File: config.mk
export PLATFORM = sky130hd
export DESIGN_NAME = cani_ctrl
export DESIGN_NICKNAME = d
export VERILOG_FILES = /design/src/logic/cani_pkg.sv /design/src/logic/cani_ctrl.sv
export VERILOG_INCLUDE_DIRS = /design/src /design/src/logic
export SDC_FILE = /design/constraint.sdc
export NUM_CORES = 2
export LEC_CHECK = 0
export BUFFER_PORTS_ARGS = -buffer_cell sky130_fd_sc_hd__buf_2
export CAP_MARGIN = 10
export CORE_MARGIN = 2
export CORE_UTILIZATION = 30
export CTS_CLUSTER_SIZE = 30
export DETAILED_ROUTE_END_ITERATION = 16
export GPL_TIMING_DRIVEN = 0
export PLACE_DENSITY = 0.5
export SLEW_MARGIN = 20
export SYNTH_ARGS = -nofsm -noshare
export SYNTH_HDL_FRONTEND = slang
export SYNTH_SLANG_ARGS = --single-unit
export TNS_END_PERCENT = 100
File: constraint.sdc
create_clock -name pclk -period 6 [get_ports pclk]
set_input_delay 0.9 -clock pclk [delete_from_list [all_inputs] [get_ports pclk]]
set_output_delay 0.9 -clock pclk [all_outputs]
set_load 0.005 [all_outputs]
File: src/logic/cani_cfg.svh
`ifndef CANI_CFG_SVH
`define CANI_CFG_SVH
// Register byte offsets
`define CANI_MODE_OFS 12'h000
`define CANI_IER_OFS 12'h004
`define CANI_IDR_OFS 12'h008
`define CANI_IMR_OFS 12'h00C
`define CANI_SR_OFS 12'h010
`define CANI_BR_OFS 12'h014
`define CANI_TIM_OFS 12'h018
`define CANI_STAMP_OFS 12'h01C
`define CANI_ECR_OFS 12'h020
`define CANI_MB_BASE 12'h200
`define CANI_MB_MMR 5'h00
`define CANI_MB_MAM 5'h04
`define CANI_MB_MID 5'h08
`define CANI_MB_MSR 5'h10
`define CANI_MB_MDL 5'h14
`define CANI_MB_MDH 5'h18
`define CANI_MB_MCR 5'h1C
// Mode register fields
`define CANI_MODE_EN 0
`define CANI_MODE_LISTEN 1
`define CANI_MODE_LPM 2
// Status and mask positions above the eight mailbox bits
`define CANI_SR_ERRA 16
`define CANI_SR_WARN 17
`define CANI_SR_ERRP 18
`define CANI_SR_BOFF 19
`define CANI_SR_SLEEP 20
`define CANI_SR_WAKE 21
`define CANI_SR_TOVF 22
`define CANI_SR_TSTP 23
`define CANI_SR_EFLG 24
// Mailbox field positions
`define CANI_MMR_OT_LSB 24
`define CANI_MSR_DLC_LSB 16
`define CANI_MSR_RDY 23
`define CANI_MSR_LOST 24
`define CANI_MCR_XFER 23
// Counts and limits
`define CANI_MB_NUM 8
`define CANI_SYNC_BITS 4'hB
`define CANI_TQ_PER_BIT 8'h10
`define CANI_WARN_LIM 9'h060
`define CANI_PASSIVE_LIM 9'h080
`define CANI_BOFF_LIM 9'h100
`define CANI_TEC_STEP 9'h008
`define CANI_REC_MAX 9'h0FF
`define CANI_IMR_RESET 32'h0000_0000
`define CANI_BR_RESET 32'h0000_0000
`endif

File: src/logic/cani_pkg.sv
package cani_pkg;
	typedef enum logic [1:0]
	{
		ST_OFF = 2'b00,
		ST_SYNC = 2'b01,
		ST_ACTIVE = 2'b10,
		ST_SLEEP = 2'b11
	} cani_state_type;

	typedef enum logic [2:0]
	{
		OT_DISABLED = 3'b000,
		OT_RX = 3'b001,
		OT_RX_OVR = 3'b010
	} cani_object_type;

	typedef struct packed
	{
		logic valid;
		logic [28:0] id;
		logic [3:0] dlc;
		logic [31:0] data_high;
		logic [31:0] data_low;
	} cani_rx_msg_type;

	typedef struct packed
	{
		logic tx_err;
		logic rx_err;
		logic tx_ok;
		logic rx_ok;
		logic [4:0] flags;
		logic frame_start;
		logic frame_end;
		logic tx_idle;
	} cani_proto_evt_type;
endpackage : cani_pkg

File: src/logic/cani_ctrl.sv
// How it works
// - Stays off the bus until enabled
// - Enable resets engine, counters, error flags
// - Eleven recessive bits synchronise the controller
// - Synced flag sets; both flags zero after reset
// - Autobaud freezes counters; mailboxes still receive
// - Mailbox and system interrupt classes
// - Enable/disable writes set masks; reset masks all
// - Mailbox source raised when data ready
// - Bus-off, passive, active status sources
// - Warning when active and counter above 96
// - Wake after sync; sleep after pending sent
// - Timer rollover raises overflow source
// - Frame start/end captures timer, raises stamp
// - Status read clears overflow, stamp and error flags
// - Receive keeps first, overwrite keeps latest
// - Enabling receive clears ready until message
// - Transfer command releases data, clears ready
// - Receive mode discards extra, flags loss
// - Overwrite mode replaces data, flags loss
// - Eight independent mailboxes
`include "cani_cfg.svh"

module cani_ctrl
(
	// APB slave
	input wire logic pclk,
	input wire logic presetn,
	input wire logic psel,
	input wire logic penable,
	input wire logic pwrite,
	input wire logic [11:0] paddr,
	input wire logic [31:0] pwdata,
	output logic [31:0] prdata,
	output logic pready,
	output logic pslverr,
	// Bus pin and protocol engine
	input wire logic can_rx,
	input wire cani_pkg::cani_rx_msg_type rx_msg,
	input wire cani_pkg::cani_proto_evt_type proto_evt,
	output logic proto_reset,
	output logic bus_active,
	output logic listen_only,
	// Interrupt line
	output logic irq
);
	logic [31:0] mode_control_reg;
	logic [31:0] bit_timing_reg;
	logic [31:0] irq_mask_reg;
	logic [31:0] stamp_capture_reg;
	logic [15:0] timer;
	logic [8:0] tec;
	logic [8:0] rec;
	logic [4:0] err_flags;
	logic timer_ovf;
	logic stamp_flag;
	logic bus_synced_flag;
	logic sleep_flag;
	cani_pkg::cani_state_type state;
	cani_pkg::cani_state_type next_state;
	logic rx_meta;
	logic rx_pin;
	logic [7:0] tq_cnt;
	logic [6:0] brp_cnt;
	logic bit_tick;
	logic [3:0] rec_run;
	logic enable_q;
	logic enable_rise;
	logic [2:0] mb_type [0:7];
	logic [28:0] mb_id [0:7];
	logic [28:0] mb_mask [0:7];
	logic [31:0] mb_data_low [0:7];
	logic [31:0] mb_data_high [0:7];
	logic [3:0] mb_dlc [0:7];
	logic [7:0] mailbox_ready_flag;
	logic [7:0] message_lost_flag;
	logic [7:0] mb_store;
	logic [7:0] mb_lose;
	logic [31:0] status;
	logic erra;
	logic errp;
	logic boff;
	logic warn;
	logic wr_acc;
	logic rd_acc;
	logic setup;
	logic mb_hit;
	logic [2:0] mb_sel;
	logic [4:0] mb_ofs;
	logic [31:0] next_rdata;
	logic next_err;

	function automatic logic cani_match(input logic [28:0] id, input logic [28:0] ref_id,
		input logic [28:0] mask);
		cani_match = ((id ^ ref_id) & mask) == 29'h0;
	endfunction : cani_match

	function automatic logic cani_is_rx(input logic [2:0] ot);
		cani_is_rx = (ot == cani_pkg::OT_RX) || (ot == cani_pkg::OT_RX_OVR);
	endfunction : cani_is_rx

	// APB decode; the slave never inserts wait states
	assign setup = psel && !penable;
	assign wr_acc = psel && penable && pwrite;
	assign rd_acc = psel && penable && !pwrite;
	assign pready = 1'b1;
	assign mb_hit = paddr >= `CANI_MB_BASE
		&& paddr < (`CANI_MB_BASE + 12'(`CANI_MB_NUM * 32));
	assign mb_sel = paddr[7:5];
	assign mb_ofs = paddr[4:0];

	// Pin synchroniser
	always_ff @(posedge pclk or negedge presetn)
	begin
		if (!presetn)
		begin
			rx_meta <= 1'b1;
			rx_pin <= 1'b1;
		end
		else
		begin
			rx_meta <= can_rx;
			rx_pin <= rx_meta;
		end
	end

	// Bit clock from the prescaler field; one sample per bit time
	always_ff @(posedge pclk or negedge presetn)
	begin
		if (!presetn)
		begin
			tq_cnt <= 8'h00;
			brp_cnt <= 7'h00;
		end
		else if (state == cani_pkg::ST_OFF)
		begin
			tq_cnt <= 8'h00;
			brp_cnt <= 7'h00;
		end
		else if (brp_cnt != bit_timing_reg[6:0])
			brp_cnt <= brp_cnt + 7'h01;
		else
		begin
			brp_cnt <= 7'h00;
			tq_cnt <= (tq_cnt == `CANI_TQ_PER_BIT - 8'h01) ? 8'h00 : tq_cnt + 8'h01;
		end
	end
	assign bit_tick = (brp_cnt == bit_timing_reg[6:0])
		&& (tq_cnt == `CANI_TQ_PER_BIT - 8'h01);

	// Controller enable edge
	always_ff @(posedge pclk or negedge presetn)
	begin
		if (!presetn)
			enable_q <= 1'b0;
		else
			enable_q <= mode_control_reg[`CANI_MODE_EN];
	end
	assign enable_rise = mode_control_reg[`CANI_MODE_EN] && !enable_q;
	assign proto_reset = enable_rise;

	// Recessive run counter used for bus synchronisation
	always_ff @(posedge pclk or negedge presetn)
	begin
		if (!presetn)
			rec_run <= 4'h0;
		else if (state != cani_pkg::ST_SYNC)
			rec_run <= 4'h0;
		else if (bit_tick)
			rec_run <= rx_pin ? rec_run + 4'h1 : 4'h0;
	end

	// Controller state
	always_comb
	begin
		next_state = state;
		case (state)
			cani_pkg::ST_OFF:
				if (enable_rise)
					next_state = cani_pkg::ST_SYNC;
			cani_pkg::ST_SYNC:
				if (bit_tick && rx_pin && rec_run == `CANI_SYNC_BITS - 4'h1)
					next_state = cani_pkg::ST_ACTIVE;
			cani_pkg::ST_ACTIVE:
				if (mode_control_reg[`CANI_MODE_LPM] && proto_evt.tx_idle)
					next_state = cani_pkg::ST_SLEEP;
			cani_pkg::ST_SLEEP:
				if (!mode_control_reg[`CANI_MODE_LPM])
					next_state = cani_pkg::ST_SYNC;
			default:
				next_state = cani_pkg::ST_OFF;
		endcase
		if (!mode_control_reg[`CANI_MODE_EN])
			next_state = cani_pkg::ST_OFF;
	end

	always_ff @(posedge pclk or negedge presetn)
	begin
		if (!presetn)
			state <= cani_pkg::ST_OFF;
		else
			state <= next_state;
	end
	assign bus_active = state == cani_pkg::ST_ACTIVE;
	assign listen_only = mode_control_reg[`CANI_MODE_LISTEN];

	// Wake and sleep flags are exclusive once the first sync is done
	always_ff @(posedge pclk or negedge presetn)
	begin
		if (!presetn)
		begin
			bus_synced_flag <= 1'b0;
			sleep_flag <= 1'b0;
		end
		else if (state != cani_pkg::ST_ACTIVE && next_state == cani_pkg::ST_ACTIVE)
		begin
			bus_synced_flag <= 1'b1;
			sleep_flag <= 1'b0;
		end
		else if (state == cani_pkg::ST_ACTIVE && next_state == cani_pkg::ST_SLEEP)
		begin
			bus_synced_flag <= 1'b0;
			sleep_flag <= 1'b1;
		end
	end

	// Error counters; frozen in autobaud and while asleep
	always_ff @(posedge pclk or negedge presetn)
	begin
		if (!presetn)
		begin
			tec <= 9'h000;
			rec <= 9'h000;
		end
		else if (enable_rise)
		begin
			tec <= 9'h000;
			rec <= 9'h000;
		end
		else if (state == cani_pkg::ST_ACTIVE && !mode_control_reg[`CANI_MODE_LISTEN])
		begin
			if (proto_evt.tx_err && !boff)
				tec <= (tec > `CANI_BOFF_LIM - `CANI_TEC_STEP) ? `CANI_BOFF_LIM
					: tec + `CANI_TEC_STEP;
			else if (proto_evt.tx_ok && tec != 9'h000 && !boff)
				tec <= tec - 9'h001;
			if (proto_evt.rx_err && rec != `CANI_REC_MAX)
				rec <= rec + 9'h001;
			else if (proto_evt.rx_ok && rec != 9'h000)
				rec <= rec - 9'h001;
		end
	end

	// Fault confinement status, live and not latched
	assign boff = tec >= `CANI_BOFF_LIM;
	assign errp = tec >= `CANI_PASSIVE_LIM || rec >= `CANI_PASSIVE_LIM;
	assign erra = !errp && !boff;
	assign warn = erra && (tec > `CANI_WARN_LIM || rec > `CANI_WARN_LIM);

	// Error flags: a new error in the clearing cycle still lands
	always_ff @(posedge pclk or negedge presetn)
	begin
		if (!presetn)
			err_flags <= 5'h00;
		else if (enable_rise)
			err_flags <= 5'h00;
		else if (rd_acc && paddr == `CANI_SR_OFS)
			err_flags <= proto_evt.flags;
		else
			err_flags <= err_flags | proto_evt.flags;
	end

	// Free-running timer, overflow and timestamp
	always_ff @(posedge pclk or negedge presetn)
	begin
		if (!presetn)
			timer <= 16'h0000;
		else if (state == cani_pkg::ST_OFF)
			timer <= 16'h0000;
		else if (bit_tick)
			timer <= timer + 16'h0001;
	end

	always_ff @(posedge pclk or negedge presetn)
	begin
		if (!presetn)
		begin
			timer_ovf <= 1'b0;
			stamp_flag <= 1'b0;
			stamp_capture_reg <= 32'h0000_0000;
		end
		else
		begin
			if (bit_tick && timer == 16'hFFFF && state != cani_pkg::ST_OFF)
				timer_ovf <= 1'b1;
			else if (rd_acc && paddr == `CANI_SR_OFS)
				timer_ovf <= 1'b0;
			if (proto_evt.frame_start || proto_evt.frame_end)
			begin
				stamp_capture_reg <= {16'h0000, timer};
				stamp_flag <= 1'b1;
			end
			else if (rd_acc && paddr == `CANI_SR_OFS)
				stamp_flag <= 1'b0;
		end
	end

	// Mailbox acceptance: lowest free match wins so chained boxes fill in order
	always_comb
	begin
		mb_store = 8'h00;
		mb_lose = 8'h00;
		if (rx_msg.valid && state == cani_pkg::ST_ACTIVE)
		begin
			for (int i = `CANI_MB_NUM - 1; i >= 0; i--)
				if (cani_is_rx(mb_type[i]) && cani_match(rx_msg.id, mb_id[i], mb_mask[i])
					&& (!mailbox_ready_flag[i] || mb_type[i] == cani_pkg::OT_RX_OVR))
				begin
					mb_store = 8'h00;
					mb_store[i] = 1'b1;
				end
			if (mb_store == 8'h00)
				for (int i = `CANI_MB_NUM - 1; i >= 0; i--)
					if (cani_is_rx(mb_type[i]) && cani_match(rx_msg.id, mb_id[i], mb_mask[i]))
					begin
						mb_lose = 8'h00;
						mb_lose[i] = 1'b1;
					end
		end
	end

	// Eight mailboxes, each with its own mode and flags
	always_ff @(posedge pclk or negedge presetn)
	begin
		if (!presetn)
		begin
			mailbox_ready_flag <= 8'h00;
			message_lost_flag <= 8'h00;
			for (int i = 0; i < `CANI_MB_NUM; i++)
			begin
				mb_type[i] <= 3'b000;
				mb_id[i] <= 29'h0;
				mb_mask[i] <= 29'h0;
				mb_data_low[i] <= 32'h0000_0000;
				mb_data_high[i] <= 32'h0000_0000;
				mb_dlc[i] <= 4'h0;
			end
		end
		else
		begin
			for (int i = 0; i < `CANI_MB_NUM; i++)
			begin
				if (wr_acc && mb_hit && mb_sel == 3'(i))
				begin
					if (mb_ofs == `CANI_MB_MMR)
						mb_type[i] <= pwdata[`CANI_MMR_OT_LSB +: 3];
					if (mb_ofs == `CANI_MB_MAM)
						mb_mask[i] <= pwdata[28:0];
					if (mb_ofs == `CANI_MB_MID)
						mb_id[i] <= pwdata[28:0];
				end
				if (mb_store[i])
				begin
					mb_data_low[i] <= rx_msg.data_low;
					mb_data_high[i] <= rx_msg.data_high;
					mb_dlc[i] <= rx_msg.dlc;
					mailbox_ready_flag[i] <= 1'b1;
				end
				else if (wr_acc && mb_hit && mb_sel == 3'(i)
					&& ((mb_ofs == `CANI_MB_MMR) || (mb_ofs == `CANI_MB_MCR
					&& pwdata[`CANI_MCR_XFER])))
					mailbox_ready_flag[i] <= 1'b0;
				if (mb_lose[i] || (mb_store[i] && mailbox_ready_flag[i]))
					message_lost_flag[i] <= 1'b1;
				else if ((rd_acc && mb_hit && mb_sel == 3'(i) && mb_ofs == `CANI_MB_MSR)
					|| (wr_acc && mb_hit && mb_sel == 3'(i) && mb_ofs == `CANI_MB_MMR))
					message_lost_flag[i] <= 1'b0;
			end
		end
	end

	// Global registers written by software
	always_ff @(posedge pclk or negedge presetn)
	begin
		if (!presetn)
		begin
			mode_control_reg <= 32'h0000_0000;
			bit_timing_reg <= `CANI_BR_RESET;
			irq_mask_reg <= `CANI_IMR_RESET;
		end
		else if (wr_acc)
		begin
			if (paddr == `CANI_MODE_OFS)
				mode_control_reg <= {29'h0, pwdata[2:0]};
			if (paddr == `CANI_BR_OFS)
				bit_timing_reg <= pwdata;
			if (paddr == `CANI_IER_OFS)
				irq_mask_reg <= irq_mask_reg | (pwdata & 32'h00FF_00FF);
			if (paddr == `CANI_IDR_OFS)
				irq_mask_reg <= irq_mask_reg & ~pwdata;
		end
	end

	// Status word: mailbox sources low, system sources high
	always_comb
	begin
		status = 32'h0000_0000;
		status[7:0] = mailbox_ready_flag;
		status[`CANI_SR_ERRA] = erra;
		status[`CANI_SR_WARN] = warn;
		status[`CANI_SR_ERRP] = errp;
		status[`CANI_SR_BOFF] = boff;
		status[`CANI_SR_SLEEP] = sleep_flag;
		status[`CANI_SR_WAKE] = bus_synced_flag;
		status[`CANI_SR_TOVF] = timer_ovf;
		status[`CANI_SR_TSTP] = stamp_flag;
		status[`CANI_SR_EFLG +: 5] = err_flags;
	end
	assign irq = |(status & irq_mask_reg);

	// Read mux, captured in the setup cycle so data is a flop output
	always_comb
	begin
		next_rdata = 32'h0000_0000;
		next_err = 1'b0;
		if (mb_hit)
			case (mb_ofs)
				`CANI_MB_MMR: next_rdata[`CANI_MMR_OT_LSB +: 3] = mb_type[mb_sel];
				`CANI_MB_MAM: next_rdata[28:0] = mb_mask[mb_sel];
				`CANI_MB_MID: next_rdata[28:0] = mb_id[mb_sel];
				`CANI_MB_MSR:
				begin
					next_rdata[`CANI_MSR_DLC_LSB +: 4] = mb_dlc[mb_sel];
					next_rdata[`CANI_MSR_RDY] = mailbox_ready_flag[mb_sel];
					next_rdata[`CANI_MSR_LOST] = message_lost_flag[mb_sel];
				end
				`CANI_MB_MDL: next_rdata = mb_data_low[mb_sel];
				`CANI_MB_MDH: next_rdata = mb_data_high[mb_sel];
				`CANI_MB_MCR: next_rdata = 32'h0000_0000;
				default: next_err = 1'b1;
			endcase
		else
			case (paddr)
				`CANI_MODE_OFS: next_rdata = mode_control_reg;
				`CANI_IER_OFS: next_rdata = 32'h0000_0000;
				`CANI_IDR_OFS: next_rdata = 32'h0000_0000;
				`CANI_IMR_OFS: next_rdata = irq_mask_reg;
				`CANI_SR_OFS: next_rdata = status;
				`CANI_BR_OFS: next_rdata = bit_timing_reg;
				`CANI_TIM_OFS: next_rdata = {16'h0000, timer};
				`CANI_STAMP_OFS: next_rdata = stamp_capture_reg;
				`CANI_ECR_OFS: next_rdata = {7'h00, tec, 7'h00, rec};
				default: next_err = 1'b1;
			endcase
	end

	// Status read in the access cycle returns the value seen at setup
	always_ff @(posedge pclk or negedge presetn)
	begin
		if (!presetn)
		begin
			prdata <= 32'h0000_0000;
			pslverr <= 1'b0;
		end
		else if (setup)
		begin
			prdata <= pwrite ? 32'h0000_0000 : next_rdata;
			pslverr <= next_err;
		end
		else if (!psel)
			pslverr <= 1'b0;
	end
endmodule : cani_ctrl

Yosys cells after proc, flatten, opt, wreduce, memory -nomap -nowiden

Cells that the tools add are included.

Add/subtract/negate cells: 8
Magnitude comparators: 10
Equality and inequality tests: 52
Mux-type cells: 126
Bitwise logic cells: 22
Reductions and logical operators: 214

Operator list:

| kind                                                                    | count |
|---|---|
| 32-bit two-way mux                                                      | 8 |
| 29-bit bitwise AND                                                      | 8 |
| 29-bit zero test                                                        | 8 |
| 29-bit XOR                                                              | 8 |
| 32-bit case mux with 7 select lines                                     | 1 |
| 32-bit binary-select mux with 3-bit select                              | 2 |
| 8-bit two-way mux                                                       | 23 |
| 29-bit binary-select mux with 3-bit select                              | 2 |
| 29-bit two-way mux                                                      | 4 |
| 1-bit logical AND                                                       | 91 |
| 9-bit two-way mux                                                       | 9 |
| 16-bit case mux with 4 select lines                                     | 1 |
| 2-bit AND reduction                                                     | 29 |
| 12-bit by 5-bit equality test with 1-bit output (second input constant) | 4 |
| 2-bit nonzero test                                                      | 24 |
| 1-bit two-way mux                                                       | 46 |
| 1-bit logical OR                                                        | 36 |
| 29-bit by 32-bit bitwise AND with 32-bit output                         | 1 |
| 32-bit bitwise AND                                                      | 1 |
| 16-bit two-way mux                                                      | 2 |
| 32-bit inverter                                                         | 1 |
| 32-bit by 24-bit OR with 32-bit output                                  | 1 |
| 32-bit OR reduction                                                     | 1 |
| 3-bit by 2-bit equality test with 1-bit output (second input constant)  | 10 |
| other kinds (60)                                                        | 111 |

Bits in registers: 1231
Input port bits: 160
Output and inout bits: 38
Logic and storage cells: 517

Longest topological paths before layout

Word-level depth: 19
Depth in mapped cells: 12
Gate-level depth less buffers: 12

Least setup slack after synthesis

Ideal clock, no wire load.

Path type: input to register
Start point: input port paddr[6]
End point: register prdata[30]
Setup time: 134 ps
Arrival time: 3045 ps
Slack: 2822 ps
Stages on the path: 9
Buffers on the path: 4
Path through: clkbuf_1 clkbuf_1 clkbuf_1 clkbuf_1 mux4_2 mux2i_1 o22ai_1 a222oi_1 o21ai_0

Longest elaborated chain between the ends: 7

RTL lines:

| what                                                                 | line                               | source |
|---|---|---|
| start: declaration                                                   | cani_ctrl.sv:32                    | `input wire logic [11:0] paddr,` |
| 3-bit inverter with 4-bit output (implied by the code)               | cani_ctrl.sv:437, cani_ctrl.sv:438 |  |
| 32-bit binary-select mux with 3-bit select, on equally long branches | cani_ctrl.sv:438, cani_ctrl.sv:437 |  |
| 32-bit two-way mux, on equally long branches (2 in series)           | cani_ctrl.sv:438, cani_ctrl.sv:437 |  |
| 3-bit case mux with 2 select lines                                   | cani_ctrl.sv:427                   | `case (mb_ofs)` |
| 32-bit two-way mux *                                                 | cani_ctrl.sv:426                   | `if (mb_hit)` |
| 32-bit two-way mux *                                                 | cani_ctrl.sv:467                   | `prdata <= pwrite ? 32'h0000_0000 : next_rdata;` |
| end signal: assignment                                               | cani_ctrl.sv:467                   |  |
| end: declaration                                                     | cani_ctrl.sv:34                    | `output logic [31:0] prdata,` |

Mark *: on every way between the ends. The rest lies on a longest branch, timed or not. The select of a mux whose other input is x is not followed.
A chain may end at the register's enable or synchronous reset.

Final worst setup path

Start point: input port paddr[6]
End point: register prdata[18]

Longest elaborated chain between the ends: 7

RTL lines:

| what                                                                                 | line             | source |
|---|---|---|
| 3-bit inverter with 4-bit output (implied by the code)                               | -                |  |
| 32-bit binary-select mux with 3-bit select, or another cell as far along             | cani_ctrl.sv:438 | `` `CANI_MB_MDH: next_rdata = mb_data_high[mb_sel]; `` |
| 32-bit two-way mux (implied by the code), or another cell as far along (2 in series) | cani_ctrl.sv:438 |  |
| 4-bit case mux with 5 select lines                                                   | cani_ctrl.sv:427 |  |
| 32-bit two-way mux *                                                                 | cani_ctrl.sv:426 |  |
| 32-bit two-way mux *                                                                 | cani_ctrl.sv:467 |  |

Marks and branches as above.

==> metrics.txt <==
Hold Slack 0.175 ns; top_reg_cell synth dfrtp_1; Int Power 13.9 mW; Routability Congestion 0.977; Post-Syn Nets 4431; Clock Pin Slew Worst Setup and Hold Paths 0.06 ns; fmax 207 MHz; post-synth cell types 73; CTS tree built; r2r worst-path depth 8; via count 40700; worst hold path class input pin to register; Nets 4748; num rows 164; hpwl dp 190000 um; skew final 0.0546 ns; Max FO, Critical Path 10; Routed WL 252000 um; Seq/Total Area, Yosys 51.1%; Comb power frac 5.5%; cell taking the most area after synthesis dfrtp_1; DR vias/cell 5.54; Largest regs mb_data_high (256), mb_data_low (256); I/O pins 198; GRT Total Usage 24.4%; startpoint types input pin; DRT Pass-1 Iters 9; width of the die 452 um; #FFs+latches synth 1231; Sw Ratio 25.1%; pin slew with the least headroom to its limit 1.34 ns; Worst slew margin 9.70%; WL/cell 34.3 um; most frequent cell after synthesis dfrtp_1; endpoints failing setup 0; Leakage 33.2 nW; maximum VDD drop 249 uV; # port buffers 148; hold path startpoint can_rx; gr ovfl total 0; clk buf depth 3; top cell type's share of synthesized area 51.0%; Sequential Power Share 44.9%; Hold Path Depth 1; Post-Syn Area per Cell 14.2 um2; TritonCTS Buffers 147; RR Endpoint mb_data_low[12]; number of synthesized flops with an enable pin 0; Syn Inst Count 4254; Clock Sinks 1231; status complete, no violations; RR Startpoint mb_id[129]; part of the power in the clock network 49.6%; setup TNS 0 ns; H-tree Lvls 4; worst reg2reg setup slack 1.69 ns; # DRC 0; 1st-iter DRT viols 4137; Synth Warn # 0; die area 205000 um2; top post-synthesis cells by area dfrtp_1 51%, mux2_2 19%, mux4_2 9.8%; Clock Root Buffer clkbuf_16; Antenna Nets Post-Route 0; crit path DAT 5.52 ns; worst-skew pair later-pin latency 0.83 ns; post_cts resized 0; layout cell share with drive strength beyond 1 41.6%; die height 452 um; PwrDens 265 nW/um2; CP Capture Type register; Post-Syn Area 60300 um2; Pins Over Slew Limit 0; Post-synth ARST share 100%; largest net degree at the start of global routing 136; Switch Pwr 4.65 mW; Area Overhead vs Synth 15.9%; Period Utilization, post-route 80.5%; Worst EP required 6.69 ns; final hold vios 0; initial antenna violation count 64; Period minus WS final 4.83 ns; most common library cells after synthesis 1229 x dfrtp_1, 1014 x mux2_2, 262 x mux4_2; vias in the first global route 41000; first-pass GRT wire length 346000 um; area of the core 200000 um2; CP Class input pin to register; initial core utilization 30.2%; WHS Endpoint rx_meta; RSZ-0062 raised after global routing false; max-cap violations 0
placed cells by master, fill, tap and decap left out, types with 68 or more instances in the layout:
cell / n
nand2_1: 75
mux2_4: 68
mux4_2: 262
a21oi_1: 72
a22oi_1: 143
nor2_1: 106
buf_2: 268
clkbuf_16: 148
mux2_2: 1014
xor2_1: 248
clkbuf_1: 151
dfrtp_1: 1229
mux2i_1: 141
routing by layer:
layer	vias up	GRT usage (%)	wire length, um
met5	-	0	238
met4	42	11.1	12900
met3	450	5.71	18000
met2	1651	38.4	116000
met1	22000	32.0	105000
li1	16600	-	-
worst max path at each step:
stage	from	to	slack, ns	depth (start not counted)
after detailed placement	paddr[6]	prdata[13]	0.55	9
after floorplan	paddr[6]	prdata[30]	2.82	9
final	paddr[6]	prdata[18]	1.17	9
after global placement	presetn	mb_data_high[12]	-24.78	1
after CTS	paddr[6]	prdata[18]	1.42	9
after global routing	paddr[6]	prdata[18]	1.21	9
final cells by class:
cell class	instances	area, um2
fill	19600	130000
sequential	1231	30800
multi-input combinational	2680	28000
clock buffer	215	4340
tap	2656	3320
buffer	319	1590
timing repair buffer	168	1180
clock inverter	46	587
inverter	24	90.1
antenna	13	32.5
power by group through the flow:
stage	Sequential, mW	Combinational [mW]	Clock, mW
after floorplan	8.47	0.363	0
after global placement	8.49	0.990	0
after detailed placement	8.47	1.02	0
after CTS	8.32	1.03	9.35
after global routing	8.32	1.08	9.69
final	8.32	1.03	9.20
metrics by stage:
| step | setup slack (ns) | total power [mW] | std cells | util [%] | area [um2] |
|---|---|---|---|---|---|
| floorplan | 2.82 | 8.83 | 4254 | - | 60300 |
| global placement | -24.78 | 9.48 | 7058 | 32.2 | 64400 |
| detailed placement | 0.549 | 9.49 | 7075 | 32.5 | 64900 |
| CTS | 1.42 | 18.7 | 7337 | 34.9 | 69800 |
| global route | 1.21 | 19.1 | 7346 | 35.0 | 69900 |
| finish | 1.17 | 18.5 | 7352 | 35.0 | 69900 |
cell families (layout without fill, tap and decap cells):
family,count (synthesis),after routing,synth area share [%]
compound gates,480,480,5.48
simple gates,424,424,3.63
fa+ha+maj,17,17,0.365
flops,1231,1231,51.1
buf+inv,343,772,2.72
other cells,1,14,0.00622
mux,1486,1486,32.8
xor+xnor,272,272,3.95
critical path, cell delays in order:
cell and delay (ns):
clkbuf_1 0.25, clkbuf_1 0.59, clkbuf_1 0.87, mux4_2 0.43, mux2i_1 0.55, o22ai_1 0.18
nor3_1 1.10, a21oi_1 0.33, a22o_1 0.30
repair_timing:
item                      CTS  global route
hold endpoints to repair   54             0
hold buffers                1             0
buffers inserted            0             0
Power figures use the tool's default switching activity.
